--- src/verilog/sfw_cfg.svh ---
// constants of the file-minus-working subtract core and its register window
// assumes inclusion by bare name from the core module and the testbench
`ifndef SFW_CFG_SVH
`define SFW_CFG_SVH
// register byte offsets
`define SFW_CTRL_OFS 12'h000
`define SFW_INSN_OFS 12'h004
`define SFW_WREG_OFS 12'h008
`define SFW_BANK_OFS 12'h00C
`define SFW_STAT_OFS 12'h010
`define SFW_IDXB_OFS 12'h014
`define SFW_EXEC_OFS 12'h018
// data memory window: page and word index
`define SFW_MEM_PAGE 4'h1
`define SFW_MEM_AW 6
`define SFW_MEM_DEPTH 64
// instruction fields
`define SFW_OPC_HI 15
`define SFW_OPC_LO 10
`define SFW_OPC 6'h17
`define SFW_D_BIT 9
`define SFW_A_BIT 8
`define SFW_F_HI 7
`define SFW_F_LO 0
// control register fields
`define SFW_EXT_BIT 0
// addressing
`define SFW_ILO_MAX 8'h5F
`define SFW_ACC_SPLIT 8'h60
`define SFW_ACC_LO 4'h0
`define SFW_ACC_HI 4'hF
// status bit positions
`define SFW_ST_C 0
`define SFW_ST_HC 1
`define SFW_ST_Z 2
`define SFW_ST_SX 3
`define SFW_ST_N 4
// exec register fields
`define SFW_EX_BUSY 0
`define SFW_EX_ILL 1
`define SFW_EX_EA_LO 16
`define SFW_EX_EA_HI 27
// bus answers
`define SFW_RESP_OK 2'h0
`define SFW_RESP_ERR 2'h2
`endif

--- src/verilog/sfw_pkg.sv ---
// types shared by the subtract core
// assumes sfw_cfg.svh for numeric constants
package sfw_pkg;
  // instruction cycle phases
  typedef enum logic [2:0] {
    SFW_IDLE = 3'h0, // waiting for an instruction
    SFW_Q1 = 3'h1, // decode
    SFW_Q2 = 3'h2, // read file register
    SFW_Q3 = 3'h3, // process data
    SFW_Q4 = 3'h4 // write destination
  } sfw_phase_t;
endpackage

--- src/verilog/sfw_sub_alu.sv ---
// two's complement subtractor with status flag outputs
// assumes operands held stable by the core during the process phase
`timescale 1ns/1ps
module sfw_sub_alu (
  input wire logic [7:0] f_val, // file register operand
  input wire logic [7:0] w_val, // working register operand
  output logic [7:0] diff, // f minus w
  output logic c_flag, // no borrow out of bit 7
  output logic half_carry_flag, // no borrow out of bit 3
  output logic z_flag, // difference is zero
  output logic signed_excess_flag, // signed overflow
  output logic n_flag // result sign
);
  logic [8:0] full_sum; // f + ~w + 1
  logic [4:0] low_sum; // low nibble sum
  // add the inverted subtrahend plus one
  always_comb begin
    full_sum = {1'b0, f_val} + {1'b0, ~w_val} + 9'h001;
    low_sum = {1'b0, f_val[3:0]} + {1'b0, ~w_val[3:0]} + 5'h01;
    diff = full_sum[7:0];
    c_flag = full_sum[8];
    half_carry_flag = low_sum[4];
    z_flag = (full_sum[7:0] == 8'h00);
    signed_excess_flag = (f_val[7] ^ w_val[7]) & (f_val[7] ^ full_sum[7]);
    n_flag = full_sum[7];
  end
endmodule // sfw_sub_alu

--- src/verilog/sfw_core.sv ---
// subtract core: executes the file-minus-working instruction over four phases
// assumes an AXI4-Lite master on aclk; sfw_cfg.svh and sfw_pkg compiled first
//
// Our own choices: the address map and register access over AXI4-Lite.
`timescale 1ns/1ps
`include "sfw_cfg.svh"
module sfw_core (
  input wire logic aclk, // core clock
  input wire logic aresetn, // sync reset, active low
  input wire logic [11:0] s_axi_awaddr, // write address
  input wire logic [2:0] s_axi_awprot, // unused protection
  input wire logic s_axi_awvalid, // write address valid
  output logic s_axi_awready, // write address ready
  input wire logic [31:0] s_axi_wdata, // write data
  input wire logic [3:0] s_axi_wstrb, // byte strobes
  input wire logic s_axi_wvalid, // write data valid
  output logic s_axi_wready, // write data ready
  output logic [1:0] s_axi_bresp, // write response
  output logic s_axi_bvalid, // write response valid
  input wire logic s_axi_bready, // write response ready
  input wire logic [11:0] s_axi_araddr, // read address
  input wire logic [2:0] s_axi_arprot, // unused protection
  input wire logic s_axi_arvalid, // read address valid
  output logic s_axi_arready, // read address ready
  output logic [31:0] s_axi_rdata, // read data
  output logic [1:0] s_axi_rresp, // read response
  output logic s_axi_rvalid, // read data valid
  input wire logic s_axi_rready // read data ready
);
  // byte-lane merge of a bus write onto an old value
  function automatic logic [31:0] wmerge(input logic [31:0] old, input logic [31:0] nw,
                                         input logic [3:0] strb);
    logic [31:0] m;
    m = old;
    for (int b = 0; b < 4; b++) begin
      if (strb[b]) begin
        m[b*8 +: 8] = nw[b*8 +: 8];
      end
    end
    return m;
  endfunction

  // data memory window decode
  function automatic logic is_mem(input logic [11:0] addr);
    return addr[11:8] == `SFW_MEM_PAGE;
  endfunction

  sfw_pkg::sfw_phase_t phase_reg; // instruction phase
  logic ext_en_reg; // extended instruction set enable
  logic [15:0] insn_reg; // instruction word
  logic [7:0] w_reg; // working register
  logic [3:0] bank_reg; // bank pointer
  logic [7:0] stat_reg; // status register
  logic [11:0] idxb_reg; // indexed offset base
  logic [11:0] ea_reg; // resolved file address
  logic [7:0] opnd_reg; // file operand read in q2
  logic [7:0] res_reg; // difference from q3
  logic [4:0] flg_reg; // flags from q3 in status order
  logic ill_reg; // last word was not this opcode
  logic [7:0] mem [`SFW_MEM_DEPTH]; // file register storage
  logic [11:0] aw_addr_reg; // held write address
  logic [31:0] w_data_reg; // held write data
  logic [3:0] w_strb_reg; // held strobes
  logic aw_full_reg; // write address held
  logic w_full_reg; // write data held
  logic awready_reg; // awready flop
  logic wready_reg; // wready flop
  logic bvalid_reg; // bvalid flop
  logic [1:0] bresp_reg; // bresp flop
  logic arready_reg; // arready flop
  logic rvalid_reg; // rvalid flop
  logic [31:0] rdata_reg; // rdata flop
  logic [1:0] rresp_reg; // rresp flop
  logic busy; // instruction in flight
  logic do_wr; // bus write performed this cycle
  logic op_ok; // opcode matches
  logic dest_f; // destination is file register
  logic [`SFW_MEM_AW-1:0] ea_idx; // memory index of operand
  logic [`SFW_MEM_AW-1:0] wr_idx; // memory index of bus write
  logic [31:0] old_val; // current value at write target
  logic [31:0] mrg; // merged write value
  logic [31:0] rd_val; // read mux value
  logic rd_err; // unmapped read
  logic wr_err; // unmapped write
  logic [7:0] alu_diff; // alu result
  logic alu_c; // alu carry
  logic alu_half_carry; // alu half carry
  logic alu_z; // alu zero
  logic alu_sgn_excess; // alu overflow
  logic alu_n; // alu negative
  logic [7:0] fa; // instruction file address field

  assign busy = (phase_reg != sfw_pkg::SFW_IDLE);
  assign op_ok = (insn_reg[`SFW_OPC_HI:`SFW_OPC_LO] == `SFW_OPC);
  assign dest_f = insn_reg[`SFW_D_BIT];
  assign fa = insn_reg[`SFW_F_HI:`SFW_F_LO];
  assign ea_idx = ea_reg[`SFW_MEM_AW-1:0];
  assign wr_idx = aw_addr_reg[`SFW_MEM_AW+1:2];
  // bus writes wait while an instruction runs
  assign do_wr = aw_full_reg & w_full_reg & ~bvalid_reg & ~busy;
  assign mrg = wmerge(old_val, w_data_reg, w_strb_reg);

  // subtractor
  sfw_sub_alu u_alu (
    .f_val(opnd_reg),
    .w_val(w_reg),
    .diff(alu_diff),
    .c_flag(alu_c),
    .half_carry_flag(alu_half_carry),
    .z_flag(alu_z),
    .signed_excess_flag(alu_sgn_excess),
    .n_flag(alu_n)
  );

  // write target decode and its present value
  always_comb begin
    wr_err = 1'b0;
    old_val = 32'h00000000;
    if (aw_addr_reg == `SFW_CTRL_OFS) begin
      old_val[`SFW_EXT_BIT] = ext_en_reg;
    end else if (aw_addr_reg == `SFW_INSN_OFS) begin
      old_val[15:0] = insn_reg;
    end else if (aw_addr_reg == `SFW_WREG_OFS) begin
      old_val[7:0] = w_reg;
    end else if (aw_addr_reg == `SFW_BANK_OFS) begin
      old_val[3:0] = bank_reg;
    end else if (aw_addr_reg == `SFW_STAT_OFS) begin
      old_val[7:0] = stat_reg;
    end else if (aw_addr_reg == `SFW_IDXB_OFS) begin
      old_val[11:0] = idxb_reg;
    end else if (aw_addr_reg == `SFW_EXEC_OFS) begin
      old_val = 32'h00000000; // read only, write ignored
    end else if (is_mem(aw_addr_reg)) begin
      old_val[7:0] = mem[wr_idx];
    end else begin
      wr_err = 1'b1;
    end
  end

  // read mux on the offered read address
  always_comb begin
    rd_val = 32'h00000000;
    rd_err = 1'b0;
    if (s_axi_araddr == `SFW_CTRL_OFS) begin
      rd_val[`SFW_EXT_BIT] = ext_en_reg;
    end else if (s_axi_araddr == `SFW_INSN_OFS) begin
      rd_val[15:0] = insn_reg;
    end else if (s_axi_araddr == `SFW_WREG_OFS) begin
      rd_val[7:0] = w_reg;
    end else if (s_axi_araddr == `SFW_BANK_OFS) begin
      rd_val[3:0] = bank_reg;
    end else if (s_axi_araddr == `SFW_STAT_OFS) begin
      rd_val[7:0] = stat_reg;
    end else if (s_axi_araddr == `SFW_IDXB_OFS) begin
      rd_val[11:0] = idxb_reg;
    end else if (s_axi_araddr == `SFW_EXEC_OFS) begin
      rd_val[`SFW_EX_BUSY] = busy;
      rd_val[`SFW_EX_ILL] = ill_reg;
      rd_val[`SFW_EX_EA_HI:`SFW_EX_EA_LO] = ea_reg;
    end else if (is_mem(s_axi_araddr)) begin
      rd_val[7:0] = mem[s_axi_araddr[`SFW_MEM_AW+1:2]];
    end else begin
      rd_err = 1'b1;
    end
  end

  // write address and data capture, either order
  always_ff @(posedge aclk) begin
    if (!aresetn) begin
      awready_reg <= 1'b1;
      wready_reg <= 1'b1;
      aw_full_reg <= 1'b0;
      w_full_reg <= 1'b0;
      aw_addr_reg <= 12'h000;
      w_data_reg <= 32'h00000000;
      w_strb_reg <= 4'h0;
    end else begin
      if (s_axi_awvalid && awready_reg) begin
        aw_addr_reg <= s_axi_awaddr;
        aw_full_reg <= 1'b1;
        awready_reg <= 1'b0;
      end else if (do_wr) begin
        aw_full_reg <= 1'b0;
      end else if (bvalid_reg && s_axi_bready) begin
        awready_reg <= 1'b1;
      end
      if (s_axi_wvalid && wready_reg) begin
        w_data_reg <= s_axi_wdata;
        w_strb_reg <= s_axi_wstrb;
        w_full_reg <= 1'b1;
        wready_reg <= 1'b0;
      end else if (do_wr) begin
        w_full_reg <= 1'b0;
      end else if (bvalid_reg && s_axi_bready) begin
        wready_reg <= 1'b1;
      end
    end
  end

  // write response
  always_ff @(posedge aclk) begin
    if (!aresetn) begin
      bvalid_reg <= 1'b0;
      bresp_reg <= `SFW_RESP_OK;
    end else if (do_wr) begin
      bvalid_reg <= 1'b1;
      bresp_reg <= wr_err ? `SFW_RESP_ERR : `SFW_RESP_OK;
    end else if (s_axi_bready) begin
      bvalid_reg <= 1'b0;
    end
  end

  // read channel
  always_ff @(posedge aclk) begin
    if (!aresetn) begin
      arready_reg <= 1'b1;
      rvalid_reg <= 1'b0;
      rdata_reg <= 32'h00000000;
      rresp_reg <= `SFW_RESP_OK;
    end else if (s_axi_arvalid && arready_reg) begin
      arready_reg <= 1'b0;
      rvalid_reg <= 1'b1;
      rdata_reg <= rd_val;
      rresp_reg <= rd_err ? `SFW_RESP_ERR : `SFW_RESP_OK;
    end else if (rvalid_reg && s_axi_rready) begin
      rvalid_reg <= 1'b0;
      arready_reg <= 1'b1;
    end
  end

  // phase sequencer: one instruction cycle of four phases
  always_ff @(posedge aclk) begin
    if (!aresetn) begin
      phase_reg <= sfw_pkg::SFW_IDLE;
    end else begin
      case (phase_reg)
        sfw_pkg::SFW_IDLE: if (do_wr && aw_addr_reg == `SFW_INSN_OFS) begin
          phase_reg <= sfw_pkg::SFW_Q1;
        end
        sfw_pkg::SFW_Q1: phase_reg <= op_ok ? sfw_pkg::SFW_Q2 : sfw_pkg::SFW_IDLE;
        sfw_pkg::SFW_Q2: phase_reg <= sfw_pkg::SFW_Q3;
        sfw_pkg::SFW_Q3: phase_reg <= sfw_pkg::SFW_Q4;
        default: phase_reg <= sfw_pkg::SFW_IDLE;
      endcase
    end
  end

  // configuration registers written by software
  always_ff @(posedge aclk) begin
    if (!aresetn) begin
      ext_en_reg <= 1'b0;
      insn_reg <= 16'h0000;
      bank_reg <= 4'h0;
      idxb_reg <= 12'h000;
    end else if (do_wr) begin
      if (aw_addr_reg == `SFW_CTRL_OFS) begin
        ext_en_reg <= mrg[`SFW_EXT_BIT];
      end else if (aw_addr_reg == `SFW_INSN_OFS) begin
        insn_reg <= mrg[15:0];
      end else if (aw_addr_reg == `SFW_BANK_OFS) begin
        bank_reg <= mrg[3:0];
      end else if (aw_addr_reg == `SFW_IDXB_OFS) begin
        idxb_reg <= mrg[11:0];
      end
    end
  end

  // q1: decode and resolve the operand address
  always_ff @(posedge aclk) begin
    if (!aresetn) begin
      ea_reg <= 12'h000;
      ill_reg <= 1'b0;
    end else if (phase_reg == sfw_pkg::SFW_Q1) begin
      ill_reg <= ~op_ok;
      if (insn_reg[`SFW_A_BIT]) begin
        ea_reg <= {bank_reg, fa};
      end else if (ext_en_reg && fa <= `SFW_ILO_MAX) begin
        ea_reg <= idxb_reg + {4'h0, fa};
      end else if (fa < `SFW_ACC_SPLIT) begin
        ea_reg <= {`SFW_ACC_LO, fa};
      end else begin
        ea_reg <= {`SFW_ACC_HI, fa};
      end
    end
  end

  // q2 read, q3 process
  always_ff @(posedge aclk) begin
    if (!aresetn) begin
      opnd_reg <= 8'h00;
      res_reg <= 8'h00;
      flg_reg <= 5'h00;
    end else if (phase_reg == sfw_pkg::SFW_Q2) begin
      opnd_reg <= mem[ea_idx];
    end else if (phase_reg == sfw_pkg::SFW_Q3) begin
      res_reg <= alu_diff;
      flg_reg <= {alu_n, alu_sgn_excess, alu_z, alu_half_carry, alu_c};
    end
  end

  // working register: q4 destination or bus write
  always_ff @(posedge aclk) begin
    if (!aresetn) begin
      w_reg <= 8'h00;
    end else if (phase_reg == sfw_pkg::SFW_Q4 && !dest_f) begin
      w_reg <= res_reg;
    end else if (do_wr && aw_addr_reg == `SFW_WREG_OFS) begin
      w_reg <= mrg[7:0];
    end
  end

  // status: five flags in q4, upper bits kept
  always_ff @(posedge aclk) begin
    if (!aresetn) begin
      stat_reg <= 8'h00;
    end else if (phase_reg == sfw_pkg::SFW_Q4) begin
      stat_reg[`SFW_ST_N:`SFW_ST_C] <= flg_reg;
    end else if (do_wr && aw_addr_reg == `SFW_STAT_OFS) begin
      stat_reg <= mrg[7:0];
    end
  end

  // file registers: q4 destination or bus write
  always_ff @(posedge aclk) begin
    if (!aresetn) begin
      for (int i = 0; i < `SFW_MEM_DEPTH; i++) begin
        mem[i] <= 8'h00;
      end
    end else if (phase_reg == sfw_pkg::SFW_Q4 && dest_f) begin
      mem[ea_idx] <= res_reg;
    end else if (do_wr && is_mem(aw_addr_reg)) begin
      mem[wr_idx] <= mrg[7:0];
    end
  end

  assign s_axi_awready = awready_reg;
  assign s_axi_wready = wready_reg;
  assign s_axi_bvalid = bvalid_reg;
  assign s_axi_bresp = bresp_reg;
  assign s_axi_arready = arready_reg;
  assign s_axi_rvalid = rvalid_reg;
  assign s_axi_rdata = rdata_reg;
  assign s_axi_rresp = rresp_reg;
endmodule // sfw_core

--- config.mk ---
export PLATFORM = sky130hd
export DESIGN_NAME = sfw_core
export DESIGN_NICKNAME = d
export VERILOG_FILES = /design/src/verilog/sfw_pkg.sv /design/src/verilog/sfw_sub_alu.sv /design/src/verilog/sfw_core.sv
export VERILOG_INCLUDE_DIRS = /design/src /design/src/verilog
export SDC_FILE = /design/constraint.sdc
export NUM_CORES = 2
export LEC_CHECK = 0
export ABC_CLOCK_PERIOD_IN_PS = 3600
export BUFFER_PORTS_ARGS = -buffer_cell sky130_fd_sc_hd__buf_2
export CAP_MARGIN = 20
export CORE_MARGIN = 2
export CORE_UTILIZATION = 50
export DETAILED_ROUTE_END_ITERATION = 12
export PLACE_DENSITY = 0.72
export SYNTH_ARGS = -nofsm -noshare
export SYNTH_HDL_FRONTEND = slang
export SYNTH_HIERARCHICAL = 1
export SYNTH_SLANG_ARGS = --single-unit
--- constraint.sdc ---
create_clock -name aclk -period 3.6 [get_ports aclk]
set_input_delay 0.36 -clock aclk [delete_from_list [all_inputs] [get_ports aclk]]
set_output_delay 0.36 -clock aclk [all_outputs]
set_load 0.01 [all_outputs]
==> metrics.md <==
| Metric | Value |
|---|---|
| Unique masters post-synth | `84` |
| Number of rows in the core area | `102` |
| H-Tree Depth | `3` |
| Number of hold-slack violations in the final timing report | `0` |
| Initial standard-cell utilization of the core | `0.504` |
| Post-detailed-route via-to-cell ratio | `6.92` |
| Power per standard cell area | `418 nW/um^2` |
| Cell taking the most area after synthesis | `edfxtp_1` |
| Pins Over Slew Limit | `0` |
| Hold WS | `0.0190 ns` |
| Area fraction of the dominant cell type after synthesis | `0.395` |
| Type of the most critical hold path | `in2reg` |
| Synthesized instance count | `3096` |
| Register-to-register setup slack | `-0.003 ns` |
| Half-perimeter wire length of the detailed placement result | `106 mm` |
| Router iterations before antenna repair | `6` |
| TritonCTS clock tree | `done` |
| Worst setup path class | `reg2reg` |
| Violation count after the first detailed-route iteration | `4983` |
| Final WL | `145 mm` |
| EDFF count, synth | `512` |
| Area of the core | `77200 sq um` |
| Post-route clock period utilization | `1.00` |
| Type of destination of the critical path | `register` |
| Post-synthesis instance area | `38900 sq um` |
| Ordered cell list for the critical path | `buf_12 -> buf_4 -> mux4_2 -> a22o_1 -> a221oi_1 -> buf_4 -> o22ai_1 -> a211oi_2 -> o21ai_2 -> mux2i_4 -> buf_12 -> buf_12 -> nor2_1` |
| Total via count after detailed routing | `30837` |
| FF+latch area | `18600 sq um` |
| I/O pins | `114` |
| Fraction of registers with async set/reset | `0` |
| Prevailing post-synth register cell | `edfxtp_1` |
| Clk pin slew, worst setup/hold paths | `0.06 ns` |
| Via count of the first global-routing pass | `29162` |
| Post-placement cell count | `4264` |
| Routed wirelength normalized by instance count | `32.7 microns` |
| Data arrival at the endpoint of the critical path | `4.00 ns` |
| Total CTS buffers | `74` |
| Most frequent cell on the critical path | `buf_12` |
| Depth of the worst register-to-register path | `13` |
| Syn-to-layout area delta | `16.2%` |
| Residual DRC count | `0` |
| Least-Margin Pin Slew | `1.24 ns` |
| Synth Warn # | `6` |
| First-pass GRT wire length | `206 mm` |
| Global-route usage over all layers | `0.357` |
| Hold-critical path depth | `3` |
| Final nets | `3440` |
| Fraction of final layout cells with drive strength greater than 1 | `0.316` |
| Fmax | `278 MHz` |
| Proportion of synthesized chip area in sequential cells | `0.477` |
| Antenna viol nets, final | `0` |
| Root buffer cell | `clkbuf_16` |
| Die outline area | `80100 sq um` |
| Area used by multi-input combinational logic | `18900 sq um` |
| Cell Count, Final, Fillers Out | `4453` |
| Latest clock arrival within the worst-skew pair | `0.66 ns` |
| Most common cell in the netlist | `nor2_1` |
| Category of the worst setup path launch point | `register` |
| Initial antenna violation count | `8` |
| Area contributors post-synth | `edfxtp_1 40%, mux4_2 26%, dfxtp_1 8.2%` |
| Number of fill cells | `6093` |
| Clk buf depth | `3` |
| Final critical delay including setup and external delays | `3.60 ns` |
| Crit path max fanout | `20` |
| Buffers & Inverters on Critical Path | `5` |
| Overflow left after global routing | `0` |
| Levels on crit path | `13` |
| Crit-path slowest cell | `mux4_2` |
| Largest register FFs | `512` |
| Port bufs | `83` |
| Slack of the critical path | `-0.00348 ns` |
| Last weighted congestion value of the routability-driven placer | `1.05` |
| Largest net degree at the start of global routing | `97` |
| Biggest cell delay along the critical path | `0.54 ns` |
| Number of setup violations in the final report | `2` |
| CP top delay family | `compound AO/OA/AOI/OAI gates` |
| Floorplan die width | `283 microns` |
| Mean area per synthesized cell | `12.6 sq um` |
| Overall die height | `283 microns` |
| Violations in the final reports | `setup timing` |
| Setup clock skew after layout | `0.0288 ns` |
| Lkg Pwr | `15.1 nW` |
| Peak supply drop | `378 uV` |
| Result of the run | `finished with violations` |
| Register bank with the most flops | `mem` |
| Commonest cells in the synthesized netlist | `562 x nor2_1, 512 x edfxtp_1, 442 x mux4_2` |
| Headroom to the max-slew limit | `0.167` |
| Number of storage elements in the synthesis netlist | `671` |
| CTS sink cnt | `671` |
| Max-capacitance violation count | `0` |
| Required time worst endpoint | `4.00 ns` |
==> through the flow <==
step                setup WS (ns)   util  setup TNS [ns]  cell area, sq um  power, mW
floorplan                   0.474      -               0             38900       10.0
global placement          -0.0111  0.544         -0.0552             42000       10.9
detailed placement        -0.0514  0.544           -2.46             42000       10.9
CTS                        0.0122  0.581               0             44900       18.8
global route              -0.0466  0.586          -0.523             45200       19.3
finish                   -0.00348  0.586        -0.00529             45200       18.9
==> area by class of cell <==
type	instances	area share
Sequential cell	671	0.411
Clock buffer	101	0.0464
Antenna cell	4	0.000221
Multi-Input combinational cell	2143	0.418
Clock inverter	35	0.00990
Inverter	33	0.00279
Tap cell	1040	0.0288
Timing Repair Buffer	426	0.0829
==> power breakdown <==
part	total, mW	switching (mW)	internal [mW]
combinational	2.14	1.22	0.918
clock	8.00	3.35	4.64
sequential	8.78	0.238	8.54
==> final timing paths <==
check,to,from
max,mem[5][7],register
min reg2reg,ea_reg[9],ea_reg[9]
min,s_axi_bvalid,s_axi_bready
max reg2reg,mem[5][7],register
==> placed cells by master (no fill, tap or decap), drive strengths merged, types with 38 or more instances in the layout <==
master and n:
mux2i 40, nor3 38, nand3 47, a21oi 128, edfxtp 512, dfxtp 159
buf 394, o21ai 79, nor2 623, clkbuf 105, a22oi 41, mux4 442
nand2 360
==> what timing repair did <==
item                                    4_1_cts  5_1_grt
setup buffers                                 2       15
hold buffers                                 28        0
gates resized for setup                       4       22
pin swaps                                     1        2
endpoints found under the setup margin      123      353
endpoints found under the hold margin        29        0
gates cloned                                  0        4
==> layer usage <==
layer | share of wire | track usage | up-vias
met4 | 0.084 | 0.237 | 8
li1 | - | - | 12459
met3 | 0.13 | 0.0868 | 537
met1 | 0.34 | 0.462 | 15238
met5 | 0.00038 | 0 | -
met2 | 0.44 | 0.537 | 2595
==> logic make-up (layout without fill, tap and decap cells) <==
| family | Yosys count | in the layout | share of synthesized area |
|---|---|---|---|
| AOI/OAI and AO/OA | 439 | 439 | 0.0742 |
| xor gates and xnor gates | 12 | 12 | 0.00270 |
| adders and majority gates | 18 | 18 | 0.00617 |
| buffers and inverters | 287 | 595 | 0.0411 |
| DFF | 671 | 671 | 0.477 |
| muxes | 491 | 491 | 0.270 |
| other | 1 | 10 | 0.0000963 |
| and+or+nand+nor | 1177 | 1177 | 0.129 |
==> tightest hold or removal path: stages <==
cell	delay, ns
buf_2	0.10
nand2b_1	0.09
a21oi_1	0.06
Power figures use the tool's default switching activity.
